`config.mk`:
```
export PLATFORM = sky130hd
export DESIGN_NAME = pmw_ctrl
export DESIGN_NICKNAME = d
export VERILOG_FILES = /design/src/shared/pmw_pkg.sv /design/src/hw/pmw_wake_detect.sv /design/src/hw/pmw_boot_copy.sv /design/src/hw/pmw_ctrl.sv
export VERILOG_INCLUDE_DIRS = /design/src /design/src/shared
export SDC_FILE = /design/constraint.sdc
export NUM_CORES = 1
export LEC_CHECK = 0
export ABC_AREA = 1
export BUFFER_PORTS_ARGS = -buffer_cell sky130_fd_sc_hd__buf_4
export CAP_MARGIN = 20
export CORE_ASPECT_RATIO = 1.1
export CORE_UTILIZATION = 59
export DETAILED_ROUTE_END_ITERATION = 7
export HOLD_SLACK_MARGIN = 0.03
export MAX_ROUTING_LAYER = met4
export PLACE_DENSITY = 0.88
export SLEW_MARGIN = 30
export SYNTH_ARGS = -nofsm -noshare
export SYNTH_HDL_FRONTEND = slang
export SYNTH_SLANG_ARGS = --single-unit
export TNS_END_PERCENT = 30
```
`constraint.sdc`:
```
create_clock -name clk -period 2.1 [get_ports clk]
set_input_delay 0.21 -clock clk [delete_from_list [all_inputs] [get_ports clk]]
set_output_delay 0.21 -clock clk [all_outputs]
set_load 0.03 [all_outputs]
```
`src/shared/pmw_consts.svh`:
```
// offsets, field positions, reset values and timing counts of the power-mode controller
`ifndef PMW_CONSTS_SVH
`define PMW_CONSTS_SVH

`define PMW_CLK_PERIOD_NS 10
`define PMW_PLL_LOCK_US   150
`define PMW_PLL_LOCK_CYC  ((`PMW_PLL_LOCK_US * 1000 + `PMW_CLK_PERIOD_NS - 1) / `PMW_CLK_PERIOD_NS)
`define PMW_WAKE_RST_CYC  65535
`define PMW_BOOT_BYTES    4096
`define PMW_BOOT_WORDS    (`PMW_BOOT_BYTES / 4)

`define PMW_OFF_CLK_GATE  8'h00
`define PMW_OFF_SLOW      8'h04
`define PMW_OFF_WAKE      8'h08
`define PMW_OFF_SCR_A     8'h0c
`define PMW_OFF_SCR_B     8'h10
`define PMW_OFF_EXT_MASK  8'h14
`define PMW_OFF_SRC_PND   8'h18
`define PMW_OFF_EXT_PND   8'h1c
`define PMW_OFF_MISC      8'h20
`define PMW_OFF_WAKE_EN   8'h24
`define PMW_OFF_TRIG_LO   8'h28
`define PMW_OFF_TRIG_HI   8'h2c
`define PMW_OFF_STATUS    8'h30

`define PMW_CG_IDLE_BIT   2
`define PMW_CG_OFF_BIT    3
`define PMW_SLOW_SEL_BIT  4
`define PMW_SLOW_PLL_BIT  5
`define PMW_WAKE_BIT      2
`define PMW_SRC_BATT_BIT  7
`define PMW_PROT_ON       3'h7

`define PMW_TRIG_LOW      3'h0
`define PMW_TRIG_HIGH     3'h1
`define PMW_TRIG_FALL     3'h2
`define PMW_TRIG_RISE     3'h3
`define PMW_TRIG_BOTH     3'h4

`define PMW_MISC_RST      20'h0_0000
`define PMW_PWR_RST '{core_power_en: 1'b1, core_reset_n: 1'b0, pll_en: 1'b1, \
  fast_clk_sel: 1'b1, data_pullup: 2'h0, default: 1'b0}

`endif

```
`src/shared/pmw_pkg.sv`:
```
// types shared by the power-mode controller
package pmw_pkg;
  typedef struct packed {
    logic [7:0]  addr;
    logic [31:0] wdata;
    logic        wr;
    logic        rd;
  } pmw_bus_t;

  typedef struct packed {
    logic       core_power_en;
    logic       core_reset_n;
    logic       cpu_idle_req;
    logic       cpu_clk_stop;
    logic       pad_hold;
    logic       pll_en;
    logic       fast_clk_sel;
    logic       sdram_protect;
    logic       usb_suspend;
    logic       data_bus_float;
    logic [1:0] data_pullup;
  } pmw_pwr_t;

  typedef enum logic [2:0] {PMW_NORMAL, PMW_IDLE_REQ, PMW_IDLE, PMW_OFF, PMW_WAKE_RST} pmw_mode_t;
  typedef enum logic [1:0] {PMW_B_IDLE, PMW_B_REQ, PMW_B_WAIT, PMW_B_DONE} pmw_boot_st_t;
endpackage

```
`src/hw/pmw_wake_detect.sv`:
```
// synchronised wake-pin trigger detection
`timescale 1ns/1ns
`default_nettype none
`include "pmw_consts.svh"
module pmw_wake_detect import pmw_pkg::*; #(
  parameter int N = 16
) (
  input  wire logic           clk,
  input  wire logic           rst_n,
  input  wire logic [N-1:0]   pin_raw,
  input  wire logic           batt_raw,
  input  wire logic [3*N-1:0] trig,
  input  wire logic [N-1:0]   en,
  output logic      [N-1:0]   evt,
  output logic                batt_ok
);
  logic [N:0]   sync_a;
  logic [N:0]   sync_b;
  logic [N-1:0] prev;
  logic [N-1:0] next_evt;

  function automatic logic trig_hit(input logic [2:0] m, input logic cur, input logic old);
    case (m)
      `PMW_TRIG_LOW:  return !cur;
      `PMW_TRIG_HIGH: return cur;
      `PMW_TRIG_FALL: return old & !cur;
      `PMW_TRIG_RISE: return !old & cur;
      `PMW_TRIG_BOTH: return old ^ cur;
      default:        return 1'b0;
    endcase
  endfunction

  for (genvar i = 0; i < N; i++) begin : g_pin
    assign next_evt[i] = en[i] & trig_hit(trig[3*i +: 3], sync_b[i], prev[i]);
  end

  always_ff @(posedge clk or negedge rst_n) begin
    if (!rst_n) begin
      sync_a  <= '0;
      sync_b  <= '0;
      prev    <= '0;
      evt     <= '0;
      batt_ok <= 1'b0;
    end else begin
      sync_a  <= {batt_raw, pin_raw};
      sync_b  <= sync_a;
      prev    <= sync_b[N-1:0];
      evt     <= next_evt;
      batt_ok <= sync_b[N];
    end
  end

  property p_en_gate;
    @(posedge clk) disable iff (!rst_n) (en == '0) |=> (evt == '0);
  endproperty
  a_en_gate: assert property (p_en_gate) else $error("event on unconfigured pin");
endmodule
`default_nettype wire

```
`src/hw/pmw_boot_copy.sv`:
```
// boot-block copy from flash into boot buffer
`timescale 1ns/1ns
`default_nettype none
`include "pmw_consts.svh"
module pmw_boot_copy import pmw_pkg::*; #(
  parameter int WORDS = `PMW_BOOT_WORDS,
  parameter int AW    = 10
) (
  input  wire logic          clk,
  input  wire logic          rst_n,
  input  wire logic          start,
  output logic               nand_req,
  output logic [AW-1:0]      nand_addr,
  input  wire logic [31:0]   nand_data,
  input  wire logic          nand_valid,
  output logic               sram_we,
  output logic [AW-1:0]      sram_addr,
  output logic [31:0]        sram_wdata,
  output logic               done
);
  pmw_boot_st_t st, next_st;
  logic [AW-1:0] widx, next_widx, next_nand_addr, next_sram_addr;
  logic          next_nand_req, next_sram_we, next_done;
  logic [31:0]   next_sram_wdata;

  always_comb begin
    next_st         = st;
    next_widx       = widx;
    next_nand_req   = 1'b0;
    next_nand_addr  = nand_addr;
    next_sram_we    = 1'b0;
    next_sram_addr  = sram_addr;
    next_sram_wdata = sram_wdata;
    next_done       = done;
    if (start) begin
      next_st   = PMW_B_REQ;
      next_widx = '0;
      next_done = 1'b0;
    end else begin
      case (st)
        PMW_B_REQ: begin
          next_nand_req  = 1'b1;
          next_nand_addr = widx;
          next_st        = PMW_B_WAIT;
        end
        PMW_B_WAIT: if (nand_valid) begin
          next_sram_we    = 1'b1;
          next_sram_addr  = widx;
          next_sram_wdata = nand_data;
          if (widx == AW'(WORDS - 1)) begin
            next_st   = PMW_B_DONE;
            next_done = 1'b1;
          end else begin
            next_widx = widx + 1'b1;
            next_st   = PMW_B_REQ;
          end
        end
        default: next_st = st;
      endcase
    end
  end

  always_ff @(posedge clk or negedge rst_n) begin
    if (!rst_n) begin
      st <= PMW_B_IDLE;
      widx <= '0;
      nand_req <= 1'b0;
      nand_addr <= '0;
      sram_we <= 1'b0;
      sram_addr <= '0;
      sram_wdata <= 32'h0000_0000;
      done <= 1'b0;
    end else begin
      st <= next_st;
      widx <= next_widx;
      nand_req <= next_nand_req;
      nand_addr <= next_nand_addr;
      sram_we <= next_sram_we;
      sram_addr <= next_sram_addr;
      sram_wdata <= next_sram_wdata;
      done <= next_done;
    end
  end

  property p_done_cnt;
    @(posedge clk) disable iff (!rst_n) $rose(done) |-> (widx == AW'(WORDS - 1)) && sram_we;
  endproperty
  a_done_cnt: assert property (p_done_cnt) else $error("boot copy ended early");
endmodule
`default_nettype wire

```
`src/hw/pmw_ctrl.sv`:
```
// power-mode, wake-up and boot control top
`timescale 1ns/1ns
`default_nettype none
`include "pmw_consts.svh"
module pmw_ctrl import pmw_pkg::*; #(
  parameter logic [15:0] WAKE_RST_CYCLES = 16'(`PMW_WAKE_RST_CYC),
  parameter logic [15:0] PLL_LOCK_CYCLES = 16'(`PMW_PLL_LOCK_CYC),
  parameter int          BOOT_WORDS      = `PMW_BOOT_WORDS,
  parameter int          BOOT_AW         = 10
) (
  input  wire logic               clk,
  input  wire logic               rst_n,
  input  wire pmw_bus_t           bus,
  output logic [31:0]             rdata,
  input  wire logic [15:0]        wake_pin,
  input  wire logic               battery_fault_n,
  input  wire logic               cpu_idle_ack,
  input  wire logic               irq_any,
  output var pmw_pwr_t            pwr,
  output logic [15:0]             ext_irq_req,
  output logic                    nand_req,
  output logic [BOOT_AW-1:0]      nand_addr,
  input  wire logic [31:0]        nand_data,
  input  wire logic               nand_valid,
  output logic                    sram_we,
  output logic [BOOT_AW-1:0]      sram_addr,
  output logic [31:0]             sram_wdata,
  output logic                    cpu_run
);
  pmw_mode_t   mode, next_mode;
  pmw_pwr_t    next_pwr;
  logic        idle_bit, next_idle_bit, off_bit, next_off_bit;
  logic        slow_sel, next_slow_sel, pll_off, next_pll_off;
  logic        locking, next_locking, wake_cause, next_wake_cause;
  logic        batt_seen, next_batt_seen, boot_kick, next_boot_kick;
  logic [15:0] lock_cnt, next_lock_cnt, rst_cnt, next_rst_cnt;
  logic [31:0] scr_a, next_scr_a, scr_b, next_scr_b, next_rdata;
  logic [15:0] external_wake_input_mask, next_external_wake_input_mask, ext_pnd, next_ext_pnd;
  logic [15:0] wake_en, next_wake_en, next_ext_irq_req;
  logic [7:0]  src_pnd, next_src_pnd;
  logic [19:0] misc, next_misc;
  logic [47:0] trig, next_trig;
  logic [15:0] evt;
  logic        batt_ok, wake_go, sw_wr;

  pmw_wake_detect #(.N(16)) u_wake (
    .clk      (clk),
    .rst_n    (rst_n),
    .pin_raw  (wake_pin),
    .batt_raw (battery_fault_n),
    .trig     (trig),
    .en       (wake_en),
    .evt      (evt),
    .batt_ok  (batt_ok)
  );

  pmw_boot_copy #(.WORDS(BOOT_WORDS), .AW(BOOT_AW)) u_boot (
    .clk        (clk),
    .rst_n      (rst_n),
    .start      (boot_kick),
    .nand_req   (nand_req),
    .nand_addr  (nand_addr),
    .nand_data  (nand_data),
    .nand_valid (nand_valid),
    .sram_we    (sram_we),
    .sram_addr  (sram_addr),
    .sram_wdata (sram_wdata),
    .done       (cpu_run)
  );

  assign wake_go = (mode == PMW_OFF) && (|evt) && batt_ok;
  // scratch kept: no writes in off or reset
  assign sw_wr   = bus.wr && (mode != PMW_OFF) && (mode != PMW_WAKE_RST);

  always_comb begin
    next_mode = mode;
    next_idle_bit = idle_bit;
    next_off_bit = off_bit;
    next_slow_sel = slow_sel;
    next_pll_off = pll_off;
    next_locking = locking;
    next_lock_cnt = lock_cnt;
    next_rst_cnt = rst_cnt;
    next_wake_cause = wake_cause;
    next_batt_seen = batt_seen;
    next_boot_kick = 1'b0;
    next_scr_a = scr_a;
    next_scr_b = scr_b;
    next_external_wake_input_mask = external_wake_input_mask;
    next_src_pnd = src_pnd;
    next_ext_pnd = ext_pnd;
    next_misc = misc;
    next_wake_en = wake_en;
    next_trig = trig;
    next_rdata = 32'h0000_0000;
    if (bus.rd) begin
      case (bus.addr)
        `PMW_OFF_CLK_GATE: next_rdata = (32'(off_bit) << `PMW_CG_OFF_BIT) |
                                        (32'(idle_bit) << `PMW_CG_IDLE_BIT);
        `PMW_OFF_SLOW:     next_rdata = (32'(pll_off) << `PMW_SLOW_PLL_BIT) |
                                        (32'(slow_sel) << `PMW_SLOW_SEL_BIT);
        `PMW_OFF_WAKE:     next_rdata = 32'(wake_cause) << `PMW_WAKE_BIT;
        `PMW_OFF_SCR_A:    next_rdata = scr_a;
        `PMW_OFF_SCR_B:    next_rdata = scr_b;
        `PMW_OFF_EXT_MASK: next_rdata = 32'(external_wake_input_mask);
        `PMW_OFF_SRC_PND:  next_rdata = 32'(src_pnd);
        `PMW_OFF_EXT_PND:  next_rdata = 32'(ext_pnd);
        `PMW_OFF_MISC:     next_rdata = 32'(misc);
        `PMW_OFF_WAKE_EN:  next_rdata = 32'(wake_en);
        `PMW_OFF_TRIG_LO:  next_rdata = 32'(trig[23:0]);
        `PMW_OFF_TRIG_HI:  next_rdata = 32'(trig[47:24]);
        `PMW_OFF_STATUS:   next_rdata = 32'({cpu_run, locking, mode});
        default:           next_rdata = 32'h0000_0000;
      endcase
    end
    if (sw_wr) begin
      case (bus.addr)
        `PMW_OFF_CLK_GATE: begin
          next_idle_bit = bus.wdata[`PMW_CG_IDLE_BIT];
          next_off_bit  = bus.wdata[`PMW_CG_OFF_BIT];
        end
        `PMW_OFF_SLOW: begin
          next_slow_sel = bus.wdata[`PMW_SLOW_SEL_BIT];
          next_pll_off  = bus.wdata[`PMW_SLOW_PLL_BIT] & bus.wdata[`PMW_SLOW_SEL_BIT];
        end
        `PMW_OFF_WAKE:     next_wake_cause = wake_cause & ~bus.wdata[`PMW_WAKE_BIT];
        `PMW_OFF_SCR_A:    next_scr_a = bus.wdata;
        `PMW_OFF_SCR_B:    next_scr_b = bus.wdata;
        `PMW_OFF_EXT_MASK: next_external_wake_input_mask = bus.wdata[15:0];
        `PMW_OFF_SRC_PND:  next_src_pnd = src_pnd & ~bus.wdata[7:0];
        `PMW_OFF_EXT_PND:  next_ext_pnd = ext_pnd & ~bus.wdata[15:0];
        `PMW_OFF_MISC:     next_misc = bus.wdata[19:0];
        `PMW_OFF_WAKE_EN:  next_wake_en = bus.wdata[15:0];
        `PMW_OFF_TRIG_LO:  next_trig[23:0] = bus.wdata[23:0];
        `PMW_OFF_TRIG_HI:  next_trig[47:24] = bus.wdata[23:0];
        default:           next_mode = next_mode;
      endcase
    end
    if (locking) begin
      if (lock_cnt == PLL_LOCK_CYCLES - 16'h0001) begin
        next_locking = 1'b0;
      end else begin
        next_lock_cnt = lock_cnt + 16'h0001;
      end
    end
    if (slow_sel && !next_slow_sel && pll_off) begin
      next_pll_off  = 1'b0;
      next_locking  = 1'b1;
      next_lock_cnt = 16'h0000;
    end
    case (mode)
      PMW_NORMAL: begin
        if (off_bit) begin
          next_mode = PMW_OFF;
          next_batt_seen = 1'b0;
        end else if (idle_bit) begin
          next_mode = PMW_IDLE_REQ;
        end
      end
      PMW_IDLE_REQ: if (cpu_idle_ack) next_mode = PMW_IDLE;
      PMW_IDLE: begin
        if (irq_any) begin
          next_mode = PMW_NORMAL;
          next_idle_bit = 1'b0;
        end
      end
      PMW_OFF: begin
        if (!batt_ok) next_batt_seen = 1'b1;
        if (wake_go) begin
          next_mode = PMW_WAKE_RST;
          next_rst_cnt = 16'h0000;
          next_wake_cause = 1'b1;
          next_off_bit = 1'b0;
          next_idle_bit = 1'b0;
          next_src_pnd[3:0] = src_pnd[3:0] | (evt[3:0] & ~external_wake_input_mask[3:0]);
          next_ext_pnd[15:4] = ext_pnd[15:4] | (evt[15:4] & ~external_wake_input_mask[15:4]);
          next_src_pnd[`PMW_SRC_BATT_BIT] = src_pnd[`PMW_SRC_BATT_BIT] | batt_seen;
          next_batt_seen = 1'b0;
        end
      end
      PMW_WAKE_RST: begin
        if (rst_cnt == WAKE_RST_CYCLES - 16'h0001) begin
          next_mode = PMW_NORMAL;
          next_boot_kick = 1'b1;
        end else begin
          next_rst_cnt = rst_cnt + 16'h0001;
        end
      end
      default: next_mode = PMW_NORMAL;
    endcase
    next_ext_irq_req = (next_mode == PMW_OFF || next_mode == PMW_WAKE_RST) ? 16'h0000 : evt;
    next_pwr.core_power_en = (next_mode != PMW_OFF);
    next_pwr.core_reset_n  = (next_mode != PMW_OFF) && (next_mode != PMW_WAKE_RST);
    next_pwr.cpu_idle_req  = (next_mode == PMW_IDLE_REQ);
    next_pwr.cpu_clk_stop  = (next_mode == PMW_IDLE);
    next_pwr.pad_hold      = (next_mode == PMW_OFF);
    next_pwr.pll_en        = !next_pll_off;
    next_pwr.fast_clk_sel  = !next_slow_sel && !next_locking;
    next_pwr.sdram_protect = (next_misc[19:17] == `PMW_PROT_ON);
    next_pwr.usb_suspend   = &next_misc[13:12];
    next_pwr.data_bus_float = (next_mode == PMW_OFF);
    next_pwr.data_pullup   = next_misc[1:0];
  end

  always_ff @(posedge clk or negedge rst_n) begin
    if (!rst_n) begin
      mode <= PMW_NORMAL;
      idle_bit <= 1'b0;
      off_bit <= 1'b0;
      slow_sel <= 1'b0;
      pll_off <= 1'b0;
      locking <= 1'b0;
      lock_cnt <= 16'h0000;
      rst_cnt <= 16'h0000;
      wake_cause <= 1'b0;
      batt_seen <= 1'b0;
      boot_kick <= 1'b1;
      scr_a <= 32'h0000_0000;
      scr_b <= 32'h0000_0000;
      external_wake_input_mask <= 16'hffff;
      src_pnd <= 8'h00;
      ext_pnd <= 16'h0000;
      misc <= `PMW_MISC_RST;
      wake_en <= 16'h0000;
      trig <= 48'h0000_0000_0000;
      rdata <= 32'h0000_0000;
      ext_irq_req <= 16'h0000;
      pwr <= `PMW_PWR_RST;
    end else begin
      mode <= next_mode;
      idle_bit <= next_idle_bit;
      off_bit <= next_off_bit;
      slow_sel <= next_slow_sel;
      pll_off <= next_pll_off;
      locking <= next_locking;
      lock_cnt <= next_lock_cnt;
      rst_cnt <= next_rst_cnt;
      wake_cause <= next_wake_cause;
      batt_seen <= next_batt_seen;
      boot_kick <= next_boot_kick;
      scr_a <= next_scr_a;
      scr_b <= next_scr_b;
      external_wake_input_mask <= next_external_wake_input_mask;
      src_pnd <= next_src_pnd;
      ext_pnd <= next_ext_pnd;
      misc <= next_misc;
      wake_en <= next_wake_en;
      trig <= next_trig;
      rdata <= next_rdata;
      ext_irq_req <= next_ext_irq_req;
      pwr <= next_pwr;
    end
  end

  property p_off_power;
    @(posedge clk) disable iff (!rst_n) (mode == PMW_OFF) |-> !pwr.core_power_en;
  endproperty
  a_off_power: assert property (p_off_power) else $error("core powered in off");
  property p_wake_rst;
    @(posedge clk) disable iff (!rst_n)
      (mode == PMW_WAKE_RST && rst_cnt == WAKE_RST_CYCLES - 16'h0001) |->
      !pwr.core_reset_n ##1 (mode == PMW_NORMAL && pwr.core_reset_n);
  endproperty
  a_wake_rst: assert property (p_wake_rst) else $error("wake reset length wrong");
  property p_wake_cause;
    @(posedge clk) disable iff (!rst_n) wake_go |=> wake_cause && (mode == PMW_WAKE_RST);
  endproperty
  a_wake_cause: assert property (p_wake_cause) else $error("wake cause not set");
  property p_scratch;
    @(posedge clk) disable iff (!rst_n) (mode == PMW_OFF) |=> $stable(scr_a) && $stable(scr_b);
  endproperty
  a_scratch: assert property (p_scratch) else $error("scratch lost in off");
  property p_mask;
    @(posedge clk) disable iff (!rst_n) wake_go |=>
      ({ext_pnd[15:4],src_pnd[3:0]} & $past(~{ext_pnd[15:4],src_pnd[3:0]} & external_wake_input_mask)) == 16'h0;
  endproperty
  a_mask: assert property (p_mask) else $error("masked source pended");
  property p_hi_ext;
    @(posedge clk) disable iff (!rst_n)
      (wake_go && evt[5] && !external_wake_input_mask[5]) |=> ext_pnd[5] && (src_pnd[6:4] == $past(src_pnd[6:4]));
  endproperty
  a_hi_ext: assert property (p_hi_ext) else $error("high input pended wrongly");
  property p_batt;
    @(posedge clk) disable iff (!rst_n) (mode == PMW_OFF && !batt_ok) |=> (mode == PMW_OFF);
  endproperty
  a_batt: assert property (p_batt) else $error("woke with battery fault");
  property p_idle;
    @(posedge clk) disable iff (!rst_n)
      (mode == PMW_IDLE_REQ && !cpu_idle_ack) |=> (mode == PMW_IDLE_REQ) && !pwr.cpu_clk_stop;
  endproperty
  a_idle: assert property (p_idle) else $error("idle without acknowledge");
  property p_lock;
    @(posedge clk) disable iff (!rst_n) locking |-> !pwr.fast_clk_sel && pwr.pll_en;
  endproperty
  a_lock: assert property (p_lock) else $error("fast clock during lock");
  property p_hold;
    @(posedge clk) disable iff (!rst_n) (mode == PMW_OFF) |-> pwr.pad_hold && pwr.data_bus_float;
  endproperty
  a_hold: assert property (p_hold) else $error("pins not held in off");
endmodule
`default_nettype wire

```
Word level (Yosys, flattened, before mapping):

Index checks and enable logic that the tools add are counted.

* memories kept: 0
* RAM bits: 0
* bits in latches: 0
* register bits: 424
* logic and storage cells: 409
* memory bits (read-only): 0

* multiply operators: 0
* shift-type cells: 0
* equal/unequal tests: 101
* reductions and logical operators: 88
* add/sub/neg operators: 3
* mux-type cells: 88
* order comparisons: 0
* bitwise operators: 81
* div/mod/pow operators: 0

Operators with widths (count)
* case mux 32 bit (13 select lines): 1
* 2-to-1 mux 16 bit: 8
* == test 3 x 2 -> 1 bit, second input constant: 36
* case mux 1 bit (5 select lines): 16
* == test 3 bit, second input constant: 19
* == test 3 x 1 -> 1 bit, second input constant: 18
* logical NOT 3 bit: 17
* bitwise AND 1 bit: 50
* == test 8 x 6 -> 1 bit, second input constant: 5
* 2-to-1 mux 10 bit: 4
* 2-to-1 mux 20 bit: 2
* 2-to-1 mux 1 bit: 36
* logical NOT 1 bit: 35
* adder 16 x 1 -> 16 bit, second input constant: 2
* == test 8 x 5 -> 1 bit, second input constant: 4
* 2-to-1 mux 32 bit: 1
* case mux 16 bit (2 select lines): 1
* AND reduction 2 bit: 13
* 2-to-1 mux 12 bit: 2
* 2-to-1 mux 3 bit: 6
* bitwise AND 16 bit: 1
* == test 16 x 14 -> 1 bit, second input constant: 1
* == test 16 bit, second input constant: 1
* == test 8 x 4 -> 1 bit, second input constant: 2
* other kinds (36): 80

Depth between registers and ports, before layout:

* word-level depth: 10
* depth in mapped cells: 11

Cells and area by module:

From an unflattened synthesis, not the netlist that was laid out.

* cell total of the unflattened synthesis: 2304
* area, all modules: 19377.3 um^2

By module, submodules not included
* pmw_ctrl: cells an instance 1600, area an instance 13255.2 um^2, times used 1
* pmw_wake_detect: cells an instance 401, area an instance 3364.5 um^2, times used 1
* pmw_boot_copy: cells an instance 303, area an instance 2757.6 um^2, times used 1

Worst setup path before layout:

No wires, ideal clock.

* kind: register to register
* from: register u_boot.widx[0]
* to: register u_boot.widx[4]
* slack: 527 ps
* arrival: 1446 ps
* library setup time: 127 ps
* cell stages (with the launch flop): 10
* required time: 1973 ps
* cell sequence: dfrtp_1 -> ha_1 -> nand2_1 -> nor3_1 -> nand2_1 -> nand2_1 -> nand2_1 -> buf_2 -> nand2_1 -> o21ai_0

* longest elaborated chain between the ends: 5
* elaborated cells on any way between the ends: 8

Ends and longest elaborated chain
* start: declaration: RTL line pmw_boot_copy.sv:22 `logic [AW-1:0] widx, next_widx, next_nand_addr, next_sram_addr;`
* start signal: assignment: RTL line pmw_boot_copy.sv:75 `widx <= next_widx;`
* adder 10 x 1 -> 10 bit: RTL line pmw_boot_copy.sv:54 `next_widx = widx + 1'b1;`
* 2-to-1 mux 10 bit: RTL line pmw_boot_copy.sv:50 `if (widx == AW'(WORDS - 1)) begin`
* 2-to-1 mux 10 bit: RTL line pmw_boot_copy.sv:46 `PMW_B_WAIT: if (nand_valid) begin`
* 2-to-1 mux 10 bit: RTL line pmw_boot_copy.sv:40 `case (st)`
* 2-to-1 mux 10 bit: RTL line pmw_boot_copy.sv:35 `if (start) begin`

Parallel ways exist; a longest one is shown, timed or not. The select of a mux whose other input is x is not followed.
A chain may end at the register's enable or synchronous reset.

==> results <==
- The flow ran to the end, and the final reports show no timing, DRC or antenna violations.
- The highest clock frequency the design can meet is between 0.4 and 0.5 GHz.
- The share of synthesized area in the top cell type comes to 0.530.
- The tool flagged a number of max-cap violations equal to 0.
- STA puts the critical path data arrival time at between 2 and 3 ns.
- The share of total power dissipated in combinational logic is 0.156.
- The critical-path cell with the highest stage delay is sky130_fd_sc_hd__dfrtp_1.
- The path class of the tightest hold or removal check is in2reg.
- The synthesized instance count is 2218.
- Summed over all nets, the switching power comes to approximately 5.7 mW.
- In the finished design, the share of the clock period the worst path needs comes to 0.981.
- The number of stages on the worst hold path is 4.
- The first routing iteration left 1793 violations.
- The clock tree from TritonCTS is yes.
- The buffer cell driving the clock tree root is sky130_fd_sc_hd__clkbuf_16.
- The total area inside the core boundary comes to 31500 sq um.
- After global routing the overflow that remains totals 0.
- The total buffers and inverters traversed by the critical path is 3.
- The leading area contributor after synthesis is sky130_fd_sc_hd__dfrtp_1.
- The number of synthesized flops with an enable pin is 0.
- After synthesis, the share of flip-flops with an asynchronous set or reset is 1.00.
- The highest net fanout along the worst path is 34.
- CTS built an H-tree with a depth of 2.
- The HPWL after detailed placement is between 30000 and 40000 microns.
- The cell-internal power is between 10 and 15 mW.
- The final weighted congestion in routability-driven placement is 0.959.
- The combined area of all synthesized cells is about 19000 sq um.
- The ratio of routed vias to standard cells is ~5.8.
- The portion of total power attributed to the clock network is 0.397.
- The count of nets left with antenna violations once routing finished came out at 0.
- Buffers added to address setup during post-CTS repair amount to 0.
- Across every metal layer, demand over resource in global routing totals 0.356.
- In this run the deepest clock path goes through 3 buffers.
- For this block, the routed nets add up to approximately 56000 microns of wire.
- The total power of the final layout is just over 20 mW.
- Across the whole layout, storage elements account for 10600 sq um.
- The number of buffers added on ports is between 200 and 250.
- The footprint of the multi-input gates is approximately 7100 sq um.
- The logic depth of the worst register-to-register path is 9.
- Of the cells placed in the final design, the portion with a size suffix greater than 1 is 0.154.
- The critical path startpoint category is a flop.
- In this run the power density over the cells is ~860 nW/um^2.
- The repair_antennas step left the layout with diodes totalling 0.
- Data on the critical path is required at its endpoint by around 2.6 ns.
- The filler-free cell count of the finished design is 2969.
- The critical path goes through inv_2 > nand3_2 > nand3_2 > inv_2 > nand2_1 > buf_4 > o21ai_0 > nand2_1 > nor2_1.
- Yosys attributes the largest share of cell area to sky130_fd_sc_hd__dfrtp_1, sky130_fd_sc_hd__nand2_1, sky130_fd_sc_hd__o21ai_0, sky130_fd_sc_hd__nand3_1, sky130_fd_sc_hd__nor2_1.
- The floorplan has between 60 and 70 rows.
- The worst register-to-register path ends at pwr[4].
- After routing the design area is ~23000 sq um.
- The source of the worst register-to-register timing path is mode[2].
- The post-synthesis register bit count is ~420.
- The sequential power share is 0.447.
- The post-synthesis cell type count is 43.
- The floorplan step set the die height to 190 microns.
- The slew of the pin with the lowest slew margin is approximately 0.90 ns.
- After clock tree synthesis, the clock-pin slew on the worst setup and hold paths is about 0.06 ns.
- The die is roughly 170 microns wide.
- The setup slack after layout is between 0.04 and 0.05 ns.
- After detailed routing, the number of remaining DRC violations is 0.
- In the layout the commonest cells are sky130_fd_sc_hd__nand2_1, sky130_fd_sc_hd__dfrtp_1, sky130_fd_sc_hd__o21ai_0.
- The number of buffers created by CTS is 42.
- Entering global routing, the biggest net connects 73 pins.
- The initial utilization of the core area, before any placement, comes to 0.603.
- The number of global-route vias before repair is 17.2k.
- The setup-violating endpoint count in the final report is 0.
- The aggregate negative setup slack is 0 ns.
- Measured on the finished design, the core utilization comes to 0.742.
- VDD sags by at most between 0.0006 and 0.0007 V.
- At the placement stage, the worst setup path has a slack of 0.159 ns.
- The type of the worst setup path is reg2reg.
- For the worst-skew pair, the clock arrives at the later sink with an insertion delay of roughly 0.55 ns.
- The number of clock sinks is roughly 420.
- A synthesized cell averages 8.56 sq um.
- Of the synthesized area, sequential elements account for 0.558.
- After detailed placement, the design holds a cell count of ~2.8k.
- Of the total power, the share spent switching nets is 0.282.
- In this run the most critical hold path is launched from irq_any.
- After detailed routing, the average wire length per cell comes to between 15 and 20 microns.
- The number of antenna violations at the first check in global routing was 0.
- Setup repair after global routing could not meet its margin everywhere.
- Leaving out fill and tap cells, the most frequent cell in the layout is sky130_fd_sc_hd__nand2_1.
- The final layout net count is around 2.6k.
- For this design the static power due to leakage is between 10 and 15 nW.
- The count of pins over their slew limit is 0.
- The total of warnings raised by yosys is 0.
- The first-pass iteration count of the detailed router is 6.
- The type of element capturing the critical path is a flop.
- In this run the cell area measured after placement is about 21000 sq um.
- The die covers roughly 33000 sq um.
- The longest individual stage delay on the worst path is 0.46 ns.
- Final hold analysis gives a worst-case slack of approximately 0.044 ns.
- The minimum clock period after layout is ~2 ns.
- Among cell families on the critical path, the largest total delay comes from buffers and inverters.
- The worst slew slack as a fraction of its limit is 0.402.
- The path with the worst hold slack has its endpoint at pwr[8].
- The global-route wire length before repair is between 80000 and 90000 microns.
- The total count of hold-check failures in the final report was 0.
- The top flip-flop cell by instance count after synthesis is sky130_fd_sc_hd__dfrtp_1.
- Across all register-to-register paths, the minimum setup slack is between 0.04 and 0.05 ns.
- Between clock sinks in the finished design, the worst skew comes to about 0.017 ns.
- Summing over every cut layer, the via total after detailed routing is roughly 17k.
- The number of ports placed on the die boundary is 211.
- The filler cell count is 2167.
- The area overhead of the layout relative to synthesis is 23.1%.
- When the netlist entered floorplanning its net count stood at roughly 2.4k.
## registers in the layout, indices dropped and copies added (netlist names), 16 cells and up
signal / flops
u_wake.sync_a: 17
wake_en: 16
ext_pnd: 16
scr_a: 32
misc: 19
u_wake.prev: 16
trig: 48
external_wake_input_mask: 16
rst_cnt: 16
lock_cnt: 16
ext_irq_req: 16
u_wake.evt: 16
scr_b: 32
u_wake.sync_b: 17
u_boot.sram_wdata: 32
rdata: 32
## synthesized netlist by cell type, types with 21 or more instances
master                     count
sky130_fd_sc_hd__a21oi_1      36
sky130_fd_sc_hd__buf_2        38
sky130_fd_sc_hd__clkbuf_1     32
sky130_fd_sc_hd__dfrtp_1     402
sky130_fd_sc_hd__ha_1         36
sky130_fd_sc_hd__inv_1       218
sky130_fd_sc_hd__nand2_1     587
sky130_fd_sc_hd__nand3_1     172
sky130_fd_sc_hd__nand4_1      22
sky130_fd_sc_hd__nor2_1      223
sky130_fd_sc_hd__nor3_1       21
sky130_fd_sc_hd__o21a_1       21
sky130_fd_sc_hd__o21ai_0     257
## cell type report
cell class	count	share of cell area
flip-flops and latches	422	0.453
multi-input cells	1488	0.304
repair buffers	336	0.120
clock buffers	62	0.0534
inverters	225	0.0362
well taps	420	0.0225
clock inverters	16	0.00991
## worst reg2reg max path, cell delays in order, from the launching register on
cell and delay, ns:
sky130_fd_sc_hd__dfrtp_1 0.46, sky130_fd_sc_hd__inv_2 0.10, sky130_fd_sc_hd__nand3_2 0.12, sky130_fd_sc_hd__nand3_2 0.15, sky130_fd_sc_hd__inv_2 0.26, sky130_fd_sc_hd__nand2_1 0.11
sky130_fd_sc_hd__buf_4 0.27, sky130_fd_sc_hd__o21ai_0 0.32, sky130_fd_sc_hd__nand2_1 0.09, sky130_fd_sc_hd__nor2_1 0.11
## power by group through the flow
stage	Clock [mW]	Sequential [mW]	Combinational (mW)
global route	8.36	9.03	3.35
detailed placement	0	9.08	2.89
global placement	0	9.05	2.79
finish	7.99	9.00	3.13
CTS	7.99	8.95	3.04
floorplan	0	9.81	0.859
## worst max path at each step
stage                         startpoint        endpoint  slack (ns)  cells past startpoint
after CTS                        mode[2]        trig[38]        0.12                      9
after global routing             mode[2]          pwr[4]       -0.02                      9
after detailed placement         bus[41]      wake_en[7]        0.16                      8
after floorplan           u_boot.widx[0]  u_boot.widx[4]        0.53                      9
final                            mode[2]          pwr[4]        0.04                      9
after global placement           bus[36]        rdata[1]        0.19                     11
## kinds of logic after synthesis
logic type	Yosys count	synth area share
buf+inv	308	0.0676
simple gates	1071	0.239
fa+ha+maj	36	0.0237
compound gates	359	0.102
flops	422	0.558
xor+xnor	22	0.0102
## layer usage
metal | track usage | part of all wire
met1 | 0.442 | 0.37
met2 | 0.575 | 0.48
met3 | 0.0663 | 0.098
met4 | 0.158 | 0.048
met5 | - | 0
## what timing repair did
| item | in CTS | in global routing |
|---|---|---|
| resized for setup | 0 | 2 |
| hold endpoints to repair | 142 | 0 |
| hold buffers | 71 | 0 |
| setup endpoints to repair | 0 | 13 |
Note: power is estimated with default switching activity, not from simulation.
